### src/asu_defs.vh
// Register map, field positions, encodings and counts of the serial channel
`ifndef ASU_DEFS_VH
`define ASU_DEFS_VH
`define ASU_ADDR_TXBUF   8'h00
`define ASU_ADDR_RXBUF   8'h04
`define ASU_ADDR_BAUD    8'h08
`define ASU_ADDR_MODE    8'h0C
`define ASU_ADDR_CTRL1   8'h10
`define ASU_ADDR_CTRL2   8'h14
`define ASU_ADDR_SMR1    8'h18
`define ASU_ADDR_SMR2    8'h1C
`define ASU_ADDR_SMR3    8'h20
`define ASU_ADDR_SMR4    8'h24
`define ASU_ADDR_COMMON  8'h28
`define ASU_SMD_7BIT     3'h4
`define ASU_SMD_8BIT     3'h5
`define ASU_SMD_9BIT     3'h6
`define ASU_MODE_EXT     3
`define ASU_MODE_STOP    4
`define ASU_MODE_ODD     5
`define ASU_MODE_PEN     6
`define ASU_MODE_POL     7
`define ASU_C1_PRE       0
`define ASU_C1_FPS       2
`define ASU_C1_SHIFT_REG_EMPTY     3
`define ASU_C1_FDIS      4
`define ASU_C1_OD        5
`define ASU_C1_ORDER     7
`define ASU_C2_TXEN      0
`define ASU_C2_TBE       1
`define ASU_C2_RXEN      2
`define ASU_C2_RXC       3
`define ASU_C2_IRS       4
`define ASU_C2_INV       6
`define ASU_COM_ALT      6
`define ASU_RB_OVR       12
`define ASU_RB_FRM       13
`define ASU_RB_PAR       14
`define ASU_RB_SUM       15
`define ASU_RST_REG      8'h00
`define ASU_OVS_LAST     4'hF
`define ASU_OVS_MID      4'h7
`define ASU_PRE_DIV1     5'h00
`define ASU_PRE_DIV2     5'h01
`define ASU_PRE_DIV8     5'h07
`define ASU_PRE_DIV32    5'h1F
`endif

### src/asu_tx.v
// Transmit shifter: start, data, optional parity and stop bits
`include "asu_defs.vh"
`default_nettype none
module asu_tx (
  input  wire       pclk,     // System clock
  input  wire       presetn,  // Async reset, active low
  input  wire       tick,     // 16x bit-rate enable
  input  wire       start,    // Load frame, one cycle
  input  wire [8:0] data,     // Masked, ordered data
  input  wire [3:0] nbits,    // Character length
  input  wire       par_en,   // Parity on
  input  wire       par_odd,  // Odd parity
  input  wire       two_stop, // Two stop bits
  output reg        line,     // Serial level, idle high
  output reg        busy,     // Shift register in use
  output reg        done      // Last stop bit sent
);
  reg  [11:0] shreg;
  reg  [11:0] next_frame;
  reg  [3:0]  sub;
  reg  [3:0]  rem;
  wire        par_bit;
  integer     i;

  assign par_bit = (^data) ^ par_odd;

  always @* begin
    next_frame = 12'hFFF;
    for (i = 0; i < 9; i = i + 1) begin
      if (i < nbits)
        next_frame[i] = data[i];
    end
    if (par_en)
      next_frame[nbits] = par_bit;
  end

  always @(posedge pclk or negedge presetn) begin
    if (!presetn) begin
      line  <= 1'b1;
      busy  <= 1'b0;
      done  <= 1'b0;
      shreg <= 12'hFFF;
      sub   <= 4'h0;
      rem   <= 4'h0;
    end else begin
      done <= 1'b0;
      if (start && !busy) begin
        busy  <= 1'b1;
        line  <= 1'b0;
        shreg <= next_frame;
        sub   <= 4'h0;
        rem   <= nbits + {3'h0, par_en} + {3'h0, two_stop} + 4'h1;
      end else if (busy && tick) begin
        sub <= sub + 4'h1;
        if (sub == `ASU_OVS_LAST) begin
          if (rem == 4'h0) begin
            busy <= 1'b0;
            done <= 1'b1;
            line <= 1'b1;
          end else begin
            line  <= shreg[0];
            shreg <= {1'b1, shreg[11:1]};
            rem   <= rem - 4'h1;
          end
        end
      end
    end
  end
endmodule
`default_nettype wire

### src/asu_rx.v
// Receive sampler: start detect, mid-bit sampling, parity and stop checks
`include "asu_defs.vh"
`default_nettype none
module asu_rx (
  input  wire       pclk,     // System clock
  input  wire       presetn,  // Async reset, active low
  input  wire       tick,     // 16x bit-rate enable
  input  wire       enable,   // Reception allowed
  input  wire       line,     // Polarity-corrected input
  input  wire [3:0] nbits,    // Character length
  input  wire       par_en,   // Parity on
  input  wire       par_odd,  // Odd parity
  input  wire       two_stop, // Two stop bits
  output reg  [8:0] data,     // Received bits, LSB first
  output reg        perr,     // Parity mismatch
  output reg        ferr,     // Stop bit missing
  output reg        done      // Character complete
);
  reg        busy;
  reg        prev;
  reg        pacc;
  reg  [3:0] sub;
  reg  [3:0] idx;
  wire [3:0] last;
  wire [3:0] pos;

  assign last = nbits + {3'h0, par_en} + 4'h1 + {3'h0, two_stop};
  assign pos  = idx - 4'h1;

  always @(posedge pclk or negedge presetn) begin
    if (!presetn) begin
      busy <= 1'b0;
      prev <= 1'b1;
      pacc <= 1'b0;
      sub  <= 4'h0;
      idx  <= 4'h0;
      data <= 9'h000;
      perr <= 1'b0;
      ferr <= 1'b0;
      done <= 1'b0;
    end else begin
      done <= 1'b0;
      if (tick) begin
        if (!busy) begin
          prev <= line;
          if (enable && prev && !line) begin
            busy <= 1'b1;
            sub  <= 4'h1;
            idx  <= 4'h0;
            pacc <= 1'b0;
            data <= 9'h000;
            perr <= 1'b0;
            ferr <= 1'b0;
          end
        end else begin
          sub <= sub + 4'h1;
          if (sub == `ASU_OVS_MID) begin
            idx <= idx + 4'h1;
            if (idx == 4'h0) begin
              if (line) begin
                busy <= 1'b0;
                prev <= 1'b1;
              end
            end else if (pos < nbits) begin
              data[pos] <= line;
              pacc      <= pacc ^ line;
            end else if (par_en && pos == nbits) begin
              perr <= pacc ^ line ^ par_odd;
            end else if (!line) begin
              ferr <= 1'b1;
            end
            if (idx == last) begin
              busy <= 1'b0;
              done <= 1'b1;
              prev <= line;
            end
          end
        end
      end
    end
  end
endmodule
`default_nettype wire

### src/asu_top.v
// Asynchronous serial channel with APB registers, baud generator and flow pins
`include "asu_defs.vh"
`default_nettype none
module asu_top #(
  parameter CHAN = 0  // Channel number, 0 to 2
) (
  input  wire        pclk,           // System clock
  input  wire        presetn,        // Async reset, active low
  input  wire        psel,           // APB select
  input  wire        penable,        // APB access phase
  input  wire        pwrite,         // APB write
  input  wire [7:0]  paddr,          // APB byte address
  input  wire [31:0] pwdata,         // APB write data
  output reg  [31:0] prdata,         // APB read data
  output reg         pready,         // APB ready
  output reg         pslverr,        // APB error, unmapped
  input  wire        serial_in_pin,  // Receive pin level
  output reg         serial_out_pin, // Transmit pin level
  output reg         serial_out_oe,  // Transmit pin driven
  input  wire        ext_clock_pin,  // External transfer clock
  input  wire        flow_pin_in,    // Own CTS/RTS pin level
  output reg         flow_pin_out,   // RTS level
  output reg         flow_pin_oe,    // RTS pin driven
  input  wire        cts_alt_pin,    // Shared CTS pin level
  output reg         tx_irq,         // Transmit event pulse
  output reg         rx_irq          // Receive event pulse
);
  reg  [8:0]  tx_buffer;
  reg  [15:0] rx_buffer;
  reg  [7:0]  baud_divider;
  reg  [7:0]  serial_mode_reg;
  reg  [7:0]  serial_ctrl_first;
  reg  [7:0]  serial_ctrl_second;
  reg  [7:0]  special_mode_one;
  reg  [7:0]  special_mode_two;
  reg  [7:0]  special_mode_three;
  reg  [7:0]  special_mode_four;
  reg  [7:0]  serial_common_ctrl;
  reg         tx_buffer_empty;
  reg         rx_complete;
  reg  [4:0]  pre_cnt;
  reg         ext_prev;
  reg  [7:0]  brg_cnt;
  reg         tick16;
  reg  [4:0]  pre_last;
  reg  [3:0]  nbits;
  reg  [8:0]  tx_word;
  reg  [8:0]  rx_word;
  reg  [31:0] next_prdata;
  reg         next_slverr;

  wire [2:0]  serial_mode_field;
  wire        uart_on;
  wire        clock_source_ext;
  wire        stop_count;
  wire        parity_odd_even;
  wire        parity_enable;
  wire        pin_polarity_invert;
  wire [1:0]  brg_prescale_select;
  wire        flow_pin_select;
  wire        flow_ctrl_disable;
  wire        open_drain_select;
  wire        bit_order_select;
  wire        tx_allow;
  wire        rx_allow;
  wire        data_logic_invert;
  wire        cts_alt_pin_select;
  wire        tx_irq_source;
  wire        flow_borrowed;
  wire        flow_on;
  wire        cts_level;
  wire        cts_ok;
  wire        msb_first;
  wire [8:0]  len_mask;
  wire        pre_en;
  wire        src_en;
  wire        tx_start;
  wire        tx_line;
  wire        tx_busy;
  wire        tx_done;
  wire        pin_level;
  wire [8:0]  rx_data;
  wire        rx_perr;
  wire        rx_ferr;
  wire        rx_done;
  wire        wr_en;
  wire        rd_rxbuf;
  wire        wr_txbuf;
  wire        new_ovr;

  assign serial_mode_field   = serial_mode_reg[2:0];
  assign clock_source_ext    = serial_mode_reg[`ASU_MODE_EXT];
  assign stop_count          = serial_mode_reg[`ASU_MODE_STOP];
  assign parity_odd_even     = serial_mode_reg[`ASU_MODE_ODD];
  assign parity_enable       = serial_mode_reg[`ASU_MODE_PEN];
  assign pin_polarity_invert = serial_mode_reg[`ASU_MODE_POL];
  assign brg_prescale_select = serial_ctrl_first[`ASU_C1_PRE+1:`ASU_C1_PRE];
  assign flow_pin_select     = serial_ctrl_first[`ASU_C1_FPS];
  assign flow_ctrl_disable   = serial_ctrl_first[`ASU_C1_FDIS];
  assign open_drain_select   = serial_ctrl_first[`ASU_C1_OD];
  assign bit_order_select    = serial_ctrl_first[`ASU_C1_ORDER];
  assign tx_allow            = serial_ctrl_second[`ASU_C2_TXEN];
  assign rx_allow            = serial_ctrl_second[`ASU_C2_RXEN];
  assign data_logic_invert   = serial_ctrl_second[`ASU_C2_INV];
  assign cts_alt_pin_select  = serial_common_ctrl[`ASU_COM_ALT];

  always @* begin
    case (serial_mode_field)
      `ASU_SMD_7BIT: nbits = 4'd7;
      `ASU_SMD_8BIT: nbits = 4'd8;
      `ASU_SMD_9BIT: nbits = 4'd9;
      default:       nbits = 4'd0;
    endcase
  end
  assign uart_on = (nbits != 4'd0);

  assign len_mask  = (nbits == 4'd9) ? 9'h1FF : (nbits == 4'd8) ? 9'h0FF : 9'h07F;
  assign msb_first = bit_order_select && (nbits == 4'd8);

  assign tx_irq_source = (CHAN == 2) ? serial_ctrl_second[`ASU_C2_IRS] : serial_common_ctrl[CHAN % 2];

  assign flow_borrowed = (CHAN == 1) && cts_alt_pin_select;
  assign flow_on   = !flow_ctrl_disable && !flow_borrowed;
  assign cts_level = ((CHAN == 0) && cts_alt_pin_select) ? cts_alt_pin : flow_pin_in;
  assign cts_ok    = !flow_on || ((CHAN == 0) && cts_alt_pin_select) ? (!flow_on || !cts_level)
                   : (flow_pin_select || !cts_level);

  always @* begin
    case (brg_prescale_select)
      2'h0:    pre_last = `ASU_PRE_DIV1;
      2'h1:    pre_last = `ASU_PRE_DIV2;
      2'h2:    pre_last = `ASU_PRE_DIV8;
      default: pre_last = `ASU_PRE_DIV32;
    endcase
  end
  assign pre_en = (pre_cnt >= pre_last);
  assign src_en = clock_source_ext ? (ext_clock_pin && !ext_prev) : pre_en;

  always @(posedge pclk or negedge presetn) begin
    if (!presetn) begin
      pre_cnt  <= 5'h00;
      ext_prev <= 1'b0;
      brg_cnt  <= 8'h00;
      tick16   <= 1'b0;
    end else begin
      ext_prev <= ext_clock_pin;
      pre_cnt  <= pre_en ? 5'h00 : pre_cnt + 5'h01;
      tick16   <= 1'b0;
      if (src_en) begin
        if (brg_cnt == 8'h00) begin
          brg_cnt <= baud_divider;
          tick16  <= 1'b1;
        end else begin
          brg_cnt <= brg_cnt - 8'h01;
        end
      end
    end
  end

  assign tx_start = uart_on && tx_allow && !tx_buffer_empty && cts_ok && !tx_busy;

  always @* begin
    tx_word = tx_buffer & len_mask;
    if (data_logic_invert)
      tx_word = ~tx_buffer & len_mask;
    if (msb_first)
      tx_word = {1'b0, tx_word[0], tx_word[1], tx_word[2], tx_word[3],
                 tx_word[4], tx_word[5], tx_word[6], tx_word[7]};
  end

  asu_tx u_tx (
    .pclk     (pclk),
    .presetn  (presetn),
    .tick     (tick16),
    .start    (tx_start),
    .data     (tx_word),
    .nbits    (nbits),
    .par_en   (parity_enable),
    .par_odd  (parity_odd_even),
    .two_stop (stop_count),
    .line     (tx_line),
    .busy     (tx_busy),
    .done     (tx_done)
  );

  assign pin_level = tx_line ^ pin_polarity_invert;

  asu_rx u_rx (
    .pclk     (pclk),
    .presetn  (presetn),
    .tick     (tick16),
    .enable   (uart_on && rx_allow),
    .line     (serial_in_pin ^ pin_polarity_invert),
    .nbits    (nbits),
    .par_en   (parity_enable),
    .par_odd  (parity_odd_even),
    .two_stop (stop_count),
    .data     (rx_data),
    .perr     (rx_perr),
    .ferr     (rx_ferr),
    .done     (rx_done)
  );

  always @* begin
    rx_word = rx_data & len_mask;
    if (msb_first)
      rx_word = {1'b0, rx_word[0], rx_word[1], rx_word[2], rx_word[3],
                 rx_word[4], rx_word[5], rx_word[6], rx_word[7]};
  end

  assign wr_en    = psel && penable && pready && pwrite;
  assign wr_txbuf = wr_en && (paddr == `ASU_ADDR_TXBUF);
  assign rd_rxbuf = psel && penable && pready && !pwrite && (paddr == `ASU_ADDR_RXBUF);
  assign new_ovr  = rx_complete && !rd_rxbuf;

  // Pin drivers, RTS low while ready to take a character
  always @(posedge pclk or negedge presetn) begin
    if (!presetn) begin
      serial_out_pin <= 1'b1;
      serial_out_oe  <= 1'b0;
      flow_pin_out   <= 1'b1;
      flow_pin_oe    <= 1'b0;
      tx_irq         <= 1'b0;
      rx_irq         <= 1'b0;
    end else begin
      serial_out_pin <= uart_on ? pin_level : 1'b1;
      if (open_drain_select || CHAN == 2)
        serial_out_oe <= uart_on && !pin_level;
      else
        serial_out_oe <= uart_on;
      flow_pin_oe  <= uart_on && flow_on && flow_pin_select;
      flow_pin_out <= !(rx_allow && !rx_complete);
      tx_irq <= tx_irq_source ? tx_done : tx_start;
      rx_irq <= rx_done;
    end
  end

  // Register writes and hardware flags
  always @(posedge pclk or negedge presetn) begin
    if (!presetn) begin
      tx_buffer          <= 9'h000;
      rx_buffer          <= 16'h0000;
      baud_divider       <= `ASU_RST_REG;
      serial_mode_reg    <= `ASU_RST_REG;
      serial_ctrl_first  <= `ASU_RST_REG;
      serial_ctrl_second <= `ASU_RST_REG;
      special_mode_one   <= `ASU_RST_REG;
      special_mode_two   <= `ASU_RST_REG;
      special_mode_three <= `ASU_RST_REG;
      special_mode_four  <= `ASU_RST_REG;
      serial_common_ctrl <= `ASU_RST_REG;
      tx_buffer_empty    <= 1'b1;
      rx_complete        <= 1'b0;
    end else begin
      if (wr_en) begin
        if (paddr == `ASU_ADDR_BAUD)
          baud_divider <= pwdata[7:0];
        else if (paddr == `ASU_ADDR_MODE)
          serial_mode_reg <= pwdata[7:0];
        else if (paddr == `ASU_ADDR_CTRL1)
          serial_ctrl_first <= pwdata[7:0];
        else if (paddr == `ASU_ADDR_CTRL2)
          serial_ctrl_second <= pwdata[7:0];
        else if (paddr == `ASU_ADDR_SMR1)
          special_mode_one <= pwdata[7:0];
        else if (paddr == `ASU_ADDR_SMR2)
          special_mode_two <= pwdata[7:0];
        else if (paddr == `ASU_ADDR_SMR3)
          special_mode_three <= pwdata[7:0];
        else if (paddr == `ASU_ADDR_SMR4)
          special_mode_four <= pwdata[7:0];
        else if (paddr == `ASU_ADDR_COMMON)
          serial_common_ctrl <= pwdata[7:0];
      end
      // Write after load keeps new data pending
      if (wr_txbuf) begin
        tx_buffer       <= pwdata[8:0];
        tx_buffer_empty <= 1'b0;
      end else if (tx_start) begin
        tx_buffer_empty <= 1'b1;
      end
      if (rx_done) begin
        rx_buffer[8:0]          <= rx_word;
        rx_buffer[11:9]         <= 3'h0;
        rx_buffer[`ASU_RB_OVR]  <= new_ovr;
        rx_buffer[`ASU_RB_FRM]  <= rx_ferr;
        rx_buffer[`ASU_RB_PAR]  <= rx_perr && parity_enable;
        rx_buffer[`ASU_RB_SUM]  <= new_ovr || rx_ferr || (rx_perr && parity_enable);
        rx_complete             <= 1'b1;
      end else if (rd_rxbuf) begin
        rx_complete <= 1'b0;
      end
    end
  end

  // Read mux, answered in the access phase
  always @* begin
    next_prdata = 32'h0000_0000;
    next_slverr = 1'b0;
    if (paddr == `ASU_ADDR_TXBUF)
      next_prdata = 32'h0000_0000;
    else if (paddr == `ASU_ADDR_RXBUF) begin
      next_prdata[15:9] = rx_buffer[15:9];
      next_prdata[8:0]  = data_logic_invert ? (~rx_buffer[8:0] & len_mask) : (rx_buffer[8:0] & len_mask);
    end else if (paddr == `ASU_ADDR_BAUD)
      next_prdata = 32'h0000_0000;
    else if (paddr == `ASU_ADDR_MODE)
      next_prdata[7:0] = serial_mode_reg;
    else if (paddr == `ASU_ADDR_CTRL1) begin
      next_prdata[7:0] = serial_ctrl_first;
      next_prdata[`ASU_C1_SHIFT_REG_EMPTY] = !tx_busy;
    end else if (paddr == `ASU_ADDR_CTRL2) begin
      next_prdata[7:0] = serial_ctrl_second;
      next_prdata[`ASU_C2_TBE] = tx_buffer_empty;
      next_prdata[`ASU_C2_RXC] = rx_complete;
    end else if (paddr == `ASU_ADDR_SMR1)
      next_prdata[7:0] = special_mode_one;
    else if (paddr == `ASU_ADDR_SMR2)
      next_prdata[7:0] = special_mode_two;
    else if (paddr == `ASU_ADDR_SMR3)
      next_prdata[7:0] = special_mode_three;
    else if (paddr == `ASU_ADDR_SMR4)
      next_prdata[7:0] = special_mode_four;
    else if (paddr == `ASU_ADDR_COMMON)
      next_prdata[7:0] = serial_common_ctrl;
    else
      next_slverr = 1'b1;
  end

  always @(posedge pclk or negedge presetn) begin
    if (!presetn) begin
      prdata  <= 32'h0000_0000;
      pready  <= 1'b0;
      pslverr <= 1'b0;
    end else begin
      pready  <= psel && !penable;
      pslverr <= psel && !penable && next_slverr;
      if (psel && !penable && !pwrite)
        prdata <= next_prdata;
    end
  end
endmodule
`default_nettype wire

### config.mk
export PLATFORM = sky130hd
export DESIGN_NAME = asu_top
export DESIGN_NICKNAME = d
export VERILOG_FILES = /design/src/asu_tx.v /design/src/asu_rx.v /design/src/asu_top.v
export VERILOG_INCLUDE_DIRS = /design/src
export SDC_FILE = /design/constraint.sdc
export NUM_CORES = 1
export LEC_CHECK = 0
export BUFFER_PORTS_ARGS = -buffer_cell sky130_fd_sc_hd__buf_2
export CORE_UTILIZATION = 49
export DETAILED_ROUTE_END_ITERATION = 10
export GPL_TIMING_DRIVEN = 0
export PLACE_DENSITY = 0.8
export SETUP_SLACK_MARGIN = 0.1
export SYNTH_ARGS = -nofsm -noshare
export SYNTH_HDL_FRONTEND = slang
export SYNTH_SLANG_ARGS = --single-unit
### constraint.sdc
create_clock -name pclk -period 3.5 [get_ports pclk]
set_clock_uncertainty 0.1 [all_clocks]
set_input_delay 0.35 -clock pclk [delete_from_list [all_inputs] [get_ports pclk]]
set_output_delay 0.35 -clock pclk [all_outputs]
set_load 0.005 [all_outputs]
; Word-level counts from Yosys, hierarchy flattened
; Index checks and enable logic that the tools add are counted.
[totals]
reg_bits = 197
output_inout_bits = 40
input_bits = 49
[classes]
n_addsub = 12
bitwise_logic = 20
reduce_logical = 77
order_cmp = 15
n_eq_ne = 31
muxes = 123
[op_table]
columns = op, n
row1 = $mux W9, 10
row2 = $mux W8, 11
row3 = $mux W1, 77
row4 = $mux W12, 5
row5 = $and A9 B9 Y9, 5
row6 = $mux W4, 11
row7 = $eq A8 B5 Y1 const B, 4
row8 = $mux W16, 2
row9 = $logic_and A1 B1 Y1, 29
row10 = $eq A8 B6 Y1 const B, 3
row11 = $add A4 B1 Y4 const B, 5
row12 = $not A9 Y9, 2
row13 = $eq A8 B4 Y1 const B, 2
row14 = $logic_not A8 Y1, 2
row15 = $lt A3 B4 Y1 const A, 4
row16 = $pmux W5 S3, 1
row17 = $ne A2 B2 Y1 const B, 7
row18 = $reduce_and A7 Y1, 2
row19 = $add A4 B1 Y4, 3
row20 = $bwmux W12, 1
row21 = $eq A4 B4 Y1 const B, 3
row22 = $logic_not A1 Y1, 12
row23 = $pmux W4 S3, 1
row24 = $reduce_and A3 Y1, 4
row25 = 37 further kinds, 72

; Depth between registers and ports, before layout
; Gate-level depths: netlist (run 1).
[depth]
ltp_word = 13
ltp_mapped = 13
ltp_nobuf = 12

; Cells and area by module
; From an unflattened synthesis (run 1), not the netlist that was laid out.
[hier_totals]
hier_cells = 967
hier_area_um2 = 9959.6
[by_module_without_submodules]
columns = mod, area_per_inst_um2, instances, cells_each
row1 = asu_top, 6705.2, 1, 620
row2 = asu_rx, 1706.6, 1, 187
row3 = asu_tx, 1547.7, 1, 160

; Worst setup path before layout (run 1)
; No wires, ideal clock.
[synth_timing]
path_kind = register to register
startpoint = register serial_mode_reg[0]
endpoint = register u_rx.data[4]
path_slack_ns = 0.718
setup_time_ns = 0.121
required_time_ns = 3.279
path_stages_with_launch = 12
path_buffers = 2
t_arrival_ns = 2.561
path_cell_list = dfrtp_1 or3b_2 clkbuf_1 ha_1 nor2b_1 o21ai_0 nand2b_1 a21oi_1 nand2b_1 a21o_1 buf_1 a22o_1
[synth_between]
elab_chain_len = 8
word_cells_on_any_way = 12
[synth_rtl]
columns = item, line
row1 = "start, declared", asu_top.v:31  ; reg [7:0] serial_mode_reg;
row2 = "start signal, assigned", asu_top.v:244  ; serial_mode_reg <= `ASU_RST_REG;
row3 = "start signal, assigned", asu_top.v:259  ; serial_mode_reg <= pwdata[7:0];
row4 = $eq A3 B3 Y1, asu_top.v:108  ; case (serial_mode_field)
row5 = $pmux W4 S3 (*), asu_top.v:108
row6 = branches (longest 5 deep; another with $lt A4 B4 Y1), n/a
row7 = $reduce_and A5 Y1 (no source line) (*), n/a
row8 = "end signal, assigned by index", asu_rx.v:65  ; data[pos] <= line;
row9 = "end, declared", asu_rx.v:14  ; output reg [8:0] data,
; Every way passes the cells marked *.
; A chain may end at the register's enable or synchronous reset.

; Worst setup path in the final report (run 1)
[layout_timing]
startpoint = register serial_mode_reg[0]
endpoint = register u_rx.data[7]
; The elaborated chain is that of the path after synthesis.

==> flow_summary_export.csv, run 1 <==
group,metric,value,unit
outcome,status,"finished with violations",
outcome,failed_checks,"DRC",
floorplan,start_util,0.504,
pwr,combPwrFrac,0.125,
timing,drv_slew,0,
floorplan,core_area,18100,um2
route,drcViolationCount,3,
cells_and_area,antennaDiodeCount,0,
placement,dp_hpwl,14.9,mm
pwr,power_density,440,nW/um2
route,dr.pass1.iters,8,
placement,port_buffers,39,
grt,grt_max_degree,103,
floorplan,die_x,139,um
worst_setup_path,critical_path.max_fanout,9,
cells_and_area,syn_to_final_growth,12.7,%
timing,fin_crit,3.19,ns
worst_setup_path,cp_cell_sequence,"or3b_2 -> clkbuf_1 -> ha_1 -> nor2b_1 -> o21ai_0 -> nand2b_1 -> a21oi_1 -> nand2b_1 -> a21o_1 -> buf_1 -> a22o_1",
placement,gp_congestion,0.892,
worst_setup_path,start_kind,"flip-flop",
timing,rsz0062_at_grt,"false",
floorplan,rows,49,
pwr,power.share.switching,0.280,
worst_setup_path,critPathKind,"flip-flop to flip-flop",
logic_synthesis,synth.area.top_cells,"dfrtp_1 43%, mux2_2 10%, mux2i_1 4.4%",
route,vias_per_cell,5.64,
worst_setup_path,rr_worst_depth,11,
placement,post-place-cells,1164,
worst_setup_path,crit_path_start,"serial_mode_reg[0]$_DFFE_PN0P_",
pwr,intPower,3.27,mW
run,cap_violations,0,
cells_and_area,final_cells,1198,
grt,grt-ovfl-total,0,
floorplan,dieHeight,139,um
cells_and_area,final_area,10300,um2
timing,slew_headroom,0.463,
clock_tree,htreeDepth,4,
logic_synthesis,async_reset_ff_frac,1.00,
route,drtIter0Drc,545,
pwr,leakage,4.95,nW
timing,fin_tns_setup,0,ns
worst_setup_path,r2r_end,"u_rx.data[7]$_DFFE_PN0P_",
route,routed_wl,21.0,mm
floorplan,die_area,19200,um2
clock_tree,cts_tree,"done",
logic_synthesis,synth.most_common_cell,"dfrtp_1",
grt,antenna_found_initial,0,
clock_tree,cts_sinks,173,
pwr,power,4.54,mW
timing,setup-violations-final,0,
pwr,p_seq_frac,0.481,
logic_synthesis,yosysSeqAreaShare,0.475,
grt,grt_pass1_vias,6666,
logic_synthesis,syn_area,9150,um2
placement,dpl_cell_area,9740,um2
worst_setup_path,cp.arrival,3.42,ns
logic_synthesis,postSynthCellCount,877,
timing,worst_pin_slew,0.806,ns
logic_synthesis,syn_avg_cell_area,10.4,um2
clock_tree,insertion_delay,0.44,ns
clock_tree,cts_buffers,17,
logic_synthesis,ys_seq_elements,173,
route,ant_nets,0,
logic_synthesis,synth_ff_type,"dfrtp_1",
grt,track_usage,0.230,
worst_setup_path,critPathMaxStageDelay,0.50,ns
worst_setup_path,reg2reg_slack,0.31,ns
cells_and_area,nNetsFinal,1029,
worst_setup_path,cp.required,3.73,ns
timing,hold_viol,0,
timing,clock.fmax,313,MHz
worst_setup_path,crit_end,"u_rx.data[7]$_DFFE_PN0P_",
worst_setup_path,rr_startpoint,"serial_mode_reg[0]$_DFFE_PN0P_",
logic_synthesis,synth_cell_types,67,
pwr,p_switching,1.27,mW
worst_setup_path,slowest_stage,"or3b_2",
pwr,clockPowerShare,0.394,
clock_tree,clockBufferDepth,2,
worst_setup_path,cp_common_cell,"nand2b_1",
cells_and_area,reg_top3,"prdata x13, rx_buffer x13, u_tx.shreg x10",
pwr,irDropWorstVdd,347,uV
logic_synthesis,synth_enable_flop_cells,0,
floorplan,ios,89,
grt,grt_pass1_wl,34.6,mm
route,wl_per_cell,17.5,um
clock_tree,cts-resized-gates,0,
clock_tree,postCtsSetupBuffers,0,
clock_tree,cts_hold_buffers,2,
cells_and_area,drive_gt1_frac,0.216,
logic_synthesis,synth_top_area_share,0.432,
route,dr_total_vias,6760,
clock_tree,cts_root_buf,"clkbuf_16",
logic_synthesis,ys_top_cells_by_count,"158 x dfrtp_1, 82 x mux2_2, 74 x nor2_1",
timing,period_share,0.912,
clock_tree,path_clk_slew,0.07,ns
timing,whs,0.0232,ns
worst_hold_path,hold_class,"primary input to flip-flop",
logic_synthesis,yosys_warnings,0,
worst_setup_path,end_kind,"flip-flop",
logic_synthesis,synth_area_leader_cell,"dfrtp_1",
layer usage:
layer  track usage  wire, um
met1         0.319      9720
met2         0.370     10000
met3        0.0394       951
met4        0.0690       332
met5             0         0
critical path: cells and delay by family (launching register included):
kind	cells	cell delay, ns
AOI/OAI and AO/OA	4	0.94
DFF	1	0.48
buffers and inverters	2	0.41
and+or+nand+nor	4	0.82
adders and majority gates	1	0.34
placed cells by master (no fill, tap or decap), drive strengths merged, types with 5 or more instances in the layout:
cell       n
and2       9
o31ai      6
o2bb2ai    8
dfstp     15
a22o       8
nand2     67
nor2      76
ha        24
a22oi      7
nor3      18
buf       77
o21ai     47
inv       26
a21oi     47
mux2      82
clkinv     8
a21o       7
xor2      23
clkbuf    45
a211oi     5
nand2b    11
conb      19
xnor2     31
or3        5
nand3     21
nor2b      7
nand4      7
dfrtp    158
a31oi      5
mux2i     40
stage by stage:
stage / utilization / setup slack, ns
floorplan: - / 0.718
global placement: 0.534 / -0.783
detailed placement: 0.537 / 0.395
CTS: 0.568 / 0.372
global route: 0.568 / 0.181
finish: 0.568 / 0.309
cell families after synthesis:
family | count (synthesis) | share of synthesized area
buffers and inverters | 85 | 0.0453
adder cells (fa/ha/maj) | 24 | 0.0328
AO/OA/AOI/OAI | 177 | 0.125
multiplexers | 122 | 0.145
flip-flops | 173 | 0.475
XOR/XNOR | 54 | 0.0517
AND/OR/NAND/NOR | 241 | 0.125
other | 1 | 0.000410
layout make-up:
type	instances	area [um2]
fillers	1507	7840
multi-input cells	637	4460
flip-flops and latches	173	4350
clock buffers	19	443
plain buffers	63	332
well taps	229	287
repair buffers	42	253
clock inverters	13	109
inverters	22	82.6
how the worst min path moves through the flow:
stage,startpoint,cells past startpoint,end
5_1_grt,penable,2,pready$_DFF_PN0_
3_5_place_dp,u_rx.done$_DFF_PN0_,0,rx_irq$_DFF_PN0_
2_1_floorplan,presetn,0,baud_divider[0]$_DFFE_PN0P_
4_1_cts,penable,2,pready$_DFF_PN0_
3_3_place_gp,u_rx.done$_DFF_PN0_,0,rx_irq$_DFF_PN0_
6_report,penable,2,pready$_DFF_PN0_
power by group through the flow:
stage          registers, mW  logic [mW]  clock network, mW
6_report                2.18       0.565               1.79
5_1_grt                 2.19       0.651               1.89
4_1_cts                 2.18       0.568               1.81
3_5_place_dp            2.22       0.562                  0
3_3_place_gp            2.21       0.532                  0
2_1_floorplan           2.20       0.399                  0
(Power assumes the default switching activity.)
==> run 2, diff against run 1 <==
Settings changed: PLACE_DENSITY 0.8 to 0.68.
==> run 2 against run 1 <==
The flow still finishes with violations (DRC); flip-flop and latch count unchanged; power rose by 1.5%; final cell count is the same; sequential power hardly changed; routed wire length grew 2.3%; combinational power is essentially flat; cell area grew 0.33%; hold slack improved by 0.011 ns; highest routed layer unchanged.
==> flow_summary_export.csv, run 2 (synthesized netlist as in run 1, its figures left out) <==
group,metric,value,unit
outcome,status,"finished with violations",
outcome,failed_checks,"DRC",
worst_setup_path,start_kind,"flip-flop",
timing,whs,0.0340,ns
timing,worst_pin_slew,0.782,ns
worst_setup_path,critPathMaxStageDelay,0.49,ns
worst_setup_path,slowest_stage,"or3b_2",
clock_tree,clockBufferDepth,2,
timing,clock.fmax,321,MHz
clock_tree,cts_buffers,17,
route,dr_total_vias,6742,
timing,drv_slew,0,
worst_setup_path,path_depth,11,
worst_setup_path,cp.arrival,3.34,ns
cells_and_area,fillCellCount,1590,
floorplan,die_area,19200,um2
timing,period_share,0.891,
cells_and_area,fin_util,0.570,
cells_and_area,most-common-layout-cells,"158 x dfrtp_1, 82 x mux2_2, 74 x nor2_1, 67 x nand2_1, 47 x o21ai_0",
floorplan,rows,49,
worst_hold_path,hold_class,"primary input to flip-flop",
timing,setup-violations-final,0,
floorplan,start_util,0.504,
route,drcViolationCount,9,
clock_tree,cts_root_buf,"clkbuf_16",
worst_setup_path,critPathTopFamily,"compound AO/OA/AOI/OAI gates",
placement,post-place-cells,1164,
clock_tree,cts_tree,"done",
route,ant_nets,0,
grt,track_usage,0.236,
cells_and_area,drive_gt1_frac,0.218,
cells_and_area,antennaDiodeCount,0,
worst_setup_path,rr_worst_depth,11,
grt,grt_max_degree,102,
clock_tree,insertion_delay,0.43,ns
route,vias_per_cell,5.63,
timing,rsz0062_at_grt,"false",
cells_and_area,reg_top3,"prdata x13, rx_buffer x13, u_tx.shreg x10",
clock_tree,cts_sinks,173,
pwr,power_density,445,nW/um2
floorplan,core_area,18100,um2
cells_and_area,final_area,10300,um2
placement,dpl_cell_area,9740,um2
clock_tree,postCtsSetupBuffers,0,
placement,port_buffers,39,
pwr,power,4.60,mW
cells_and_area,final_cells,1198,
route,routed_wl,21.5,mm
worst_setup_path,end_kind,"flip-flop",
route,wl_per_cell,17.9,um
cells_and_area,layout_commonest_cell,"dfrtp_1",
worst_setup_path,critPathBufInv,2,
cells_and_area,multi_input_area,4460,um2
pwr,irDropWorstVdd,342,uV
timing,hold_viol,0,
clock_tree,path_clk_slew,0.07,ns
grt,antenna_found_initial,0,
worst_setup_path,cp.required,3.72,ns
floorplan,die_x,139,um
pwr,leakage,4.96,nW
worst_setup_path,cp_cell_sequence,"or3b_2 -> clkbuf_1 -> ha_1 -> nor2b_1 -> o21ai_0 -> nand2b_1 -> a21oi_2 -> nand2b_1 -> a21o_1 -> buf_1 -> a22o_1",
placement,gp_congestion,0.853,
worst_setup_path,critPathKind,"flip-flop to flip-flop",
cells_and_area,nNetsFinal,1029,
floorplan,ios,89,
grt,grt-ovfl-total,0,
route,drtIter0Drc,454,
timing,slew_headroom,0.478,
worst_setup_path,critical_path.max_fanout,9,
worst_setup_path,cp_common_cell,"nand2b_1",
cells_and_area,area.sequential,4350,um2
timing,fin_crit,3.12,ns
run,cap_violations,0,
placement,dp_hpwl,15.3,mm
worst_hold_path,holdPathStages,2,
floorplan,dieHeight,139,um
grt,grt_pass1_wl,35.3,mm
clock_tree,htreeDepth,4,
route,dr.pass1.iters,8,
cells_and_area,syn_to_final_growth,13.0,%
grt,grt_pass1_vias,6618,
==> run 2: changes by cell type in the layout (fill, tap and decap cells not counted) <==
| cell | before | now |
|---|---|---|
| clkinv_2 | 3 | 1 |
| clkinv_8 | 0 | 2 |
| a21oi_1 | 47 | 46 |
| a21oi_2 | 0 | 1 |
| clkbuf_1 | 27 | 26 |
| clkinv_4 | 4 | 3 |
| inv_6 | 2 | 3 |
| inv_8 | 3 | 4 |
==> run 2: final timing paths <==
check,from,to,slack (ns)
worst max register to register,serial_mode_reg[0]$_DFFE_PN0P_,u_rx.data[7]$_DFFE_PN0P_,0.38
worst min-delay path,penable,pready$_DFF_PN0_,0.03
worst min register to register,u_rx.done$_DFF_PN0_,rx_irq$_DFF_PN0_,0.35
min in group asynchronous,presetn,u_rx.sub[2]$_DFFE_PN0P_,0.47
worst max-delay path,serial_mode_reg[0]$_DFFE_PN0P_,u_rx.data[7]$_DFFE_PN0P_,0.38
max in group asynchronous,presetn,flow_pin_out$_DFF_PN1_,1.99
==> run 2: metal layers <==
layer | track usage | up-vias | part of all wire
li1 | - | 3222 | -
met1 | 0.323 | 3349 | 0.47
met2 | 0.382 | 142 | 0.48
met3 | 0.0449 | 29 | 0.038
met4 | 0.0708 | 0 | 0.018
met5 | 0 | - | 0
==> run 2: worst register-to-register path: stages (launching register included) <==
cell and delay [ns]:
dfrtp_1 0.48, or3b_2 0.49, clkbuf_1 0.19, ha_1 0.34
nor2b_1 0.13, o21ai_0 0.15, nand2b_1 0.12, a21oi_2 0.24
nand2b_1 0.08, a21o_1 0.17, buf_1 0.22, a22o_1 0.30
==> run 2: final cells by class <==
type | instances | share of cell area
sequential | 173 | 0.420
multi-input combinational | 637 | 0.431
clock buffer | 18 | 0.0425
inverter | 22 | 0.00798
tap | 229 | 0.0277
clock inverter | 14 | 0.0138
timing repair buffer | 42 | 0.0244
buffer | 63 | 0.0321
==> run 2: where the power goes <==
group | internal, mW | switching (mW)
clock | 0.967 | 0.889
combinational | 0.220 | 0.345
sequential | 2.10 | 0.0844
total | 3.29 | 1.32
==> run 2: timing repair <==
action                                  in CTS  in global routing
hold buffers                                 2                  0
hold endpoints to repair                    92                  0
resized for setup                            0                  1
endpoints found under the setup margin       0                  2
==> run 2: through the flow <==
stage          setup WS [ns]  setup TNS [ns]
4_1_cts                0.313               0
5_1_grt                0.198               0
3_3_place_gp          -0.828         -129.10
6_report               0.380               0
3_5_place_dp           0.335               0
2_1_floorplan          0.718               0
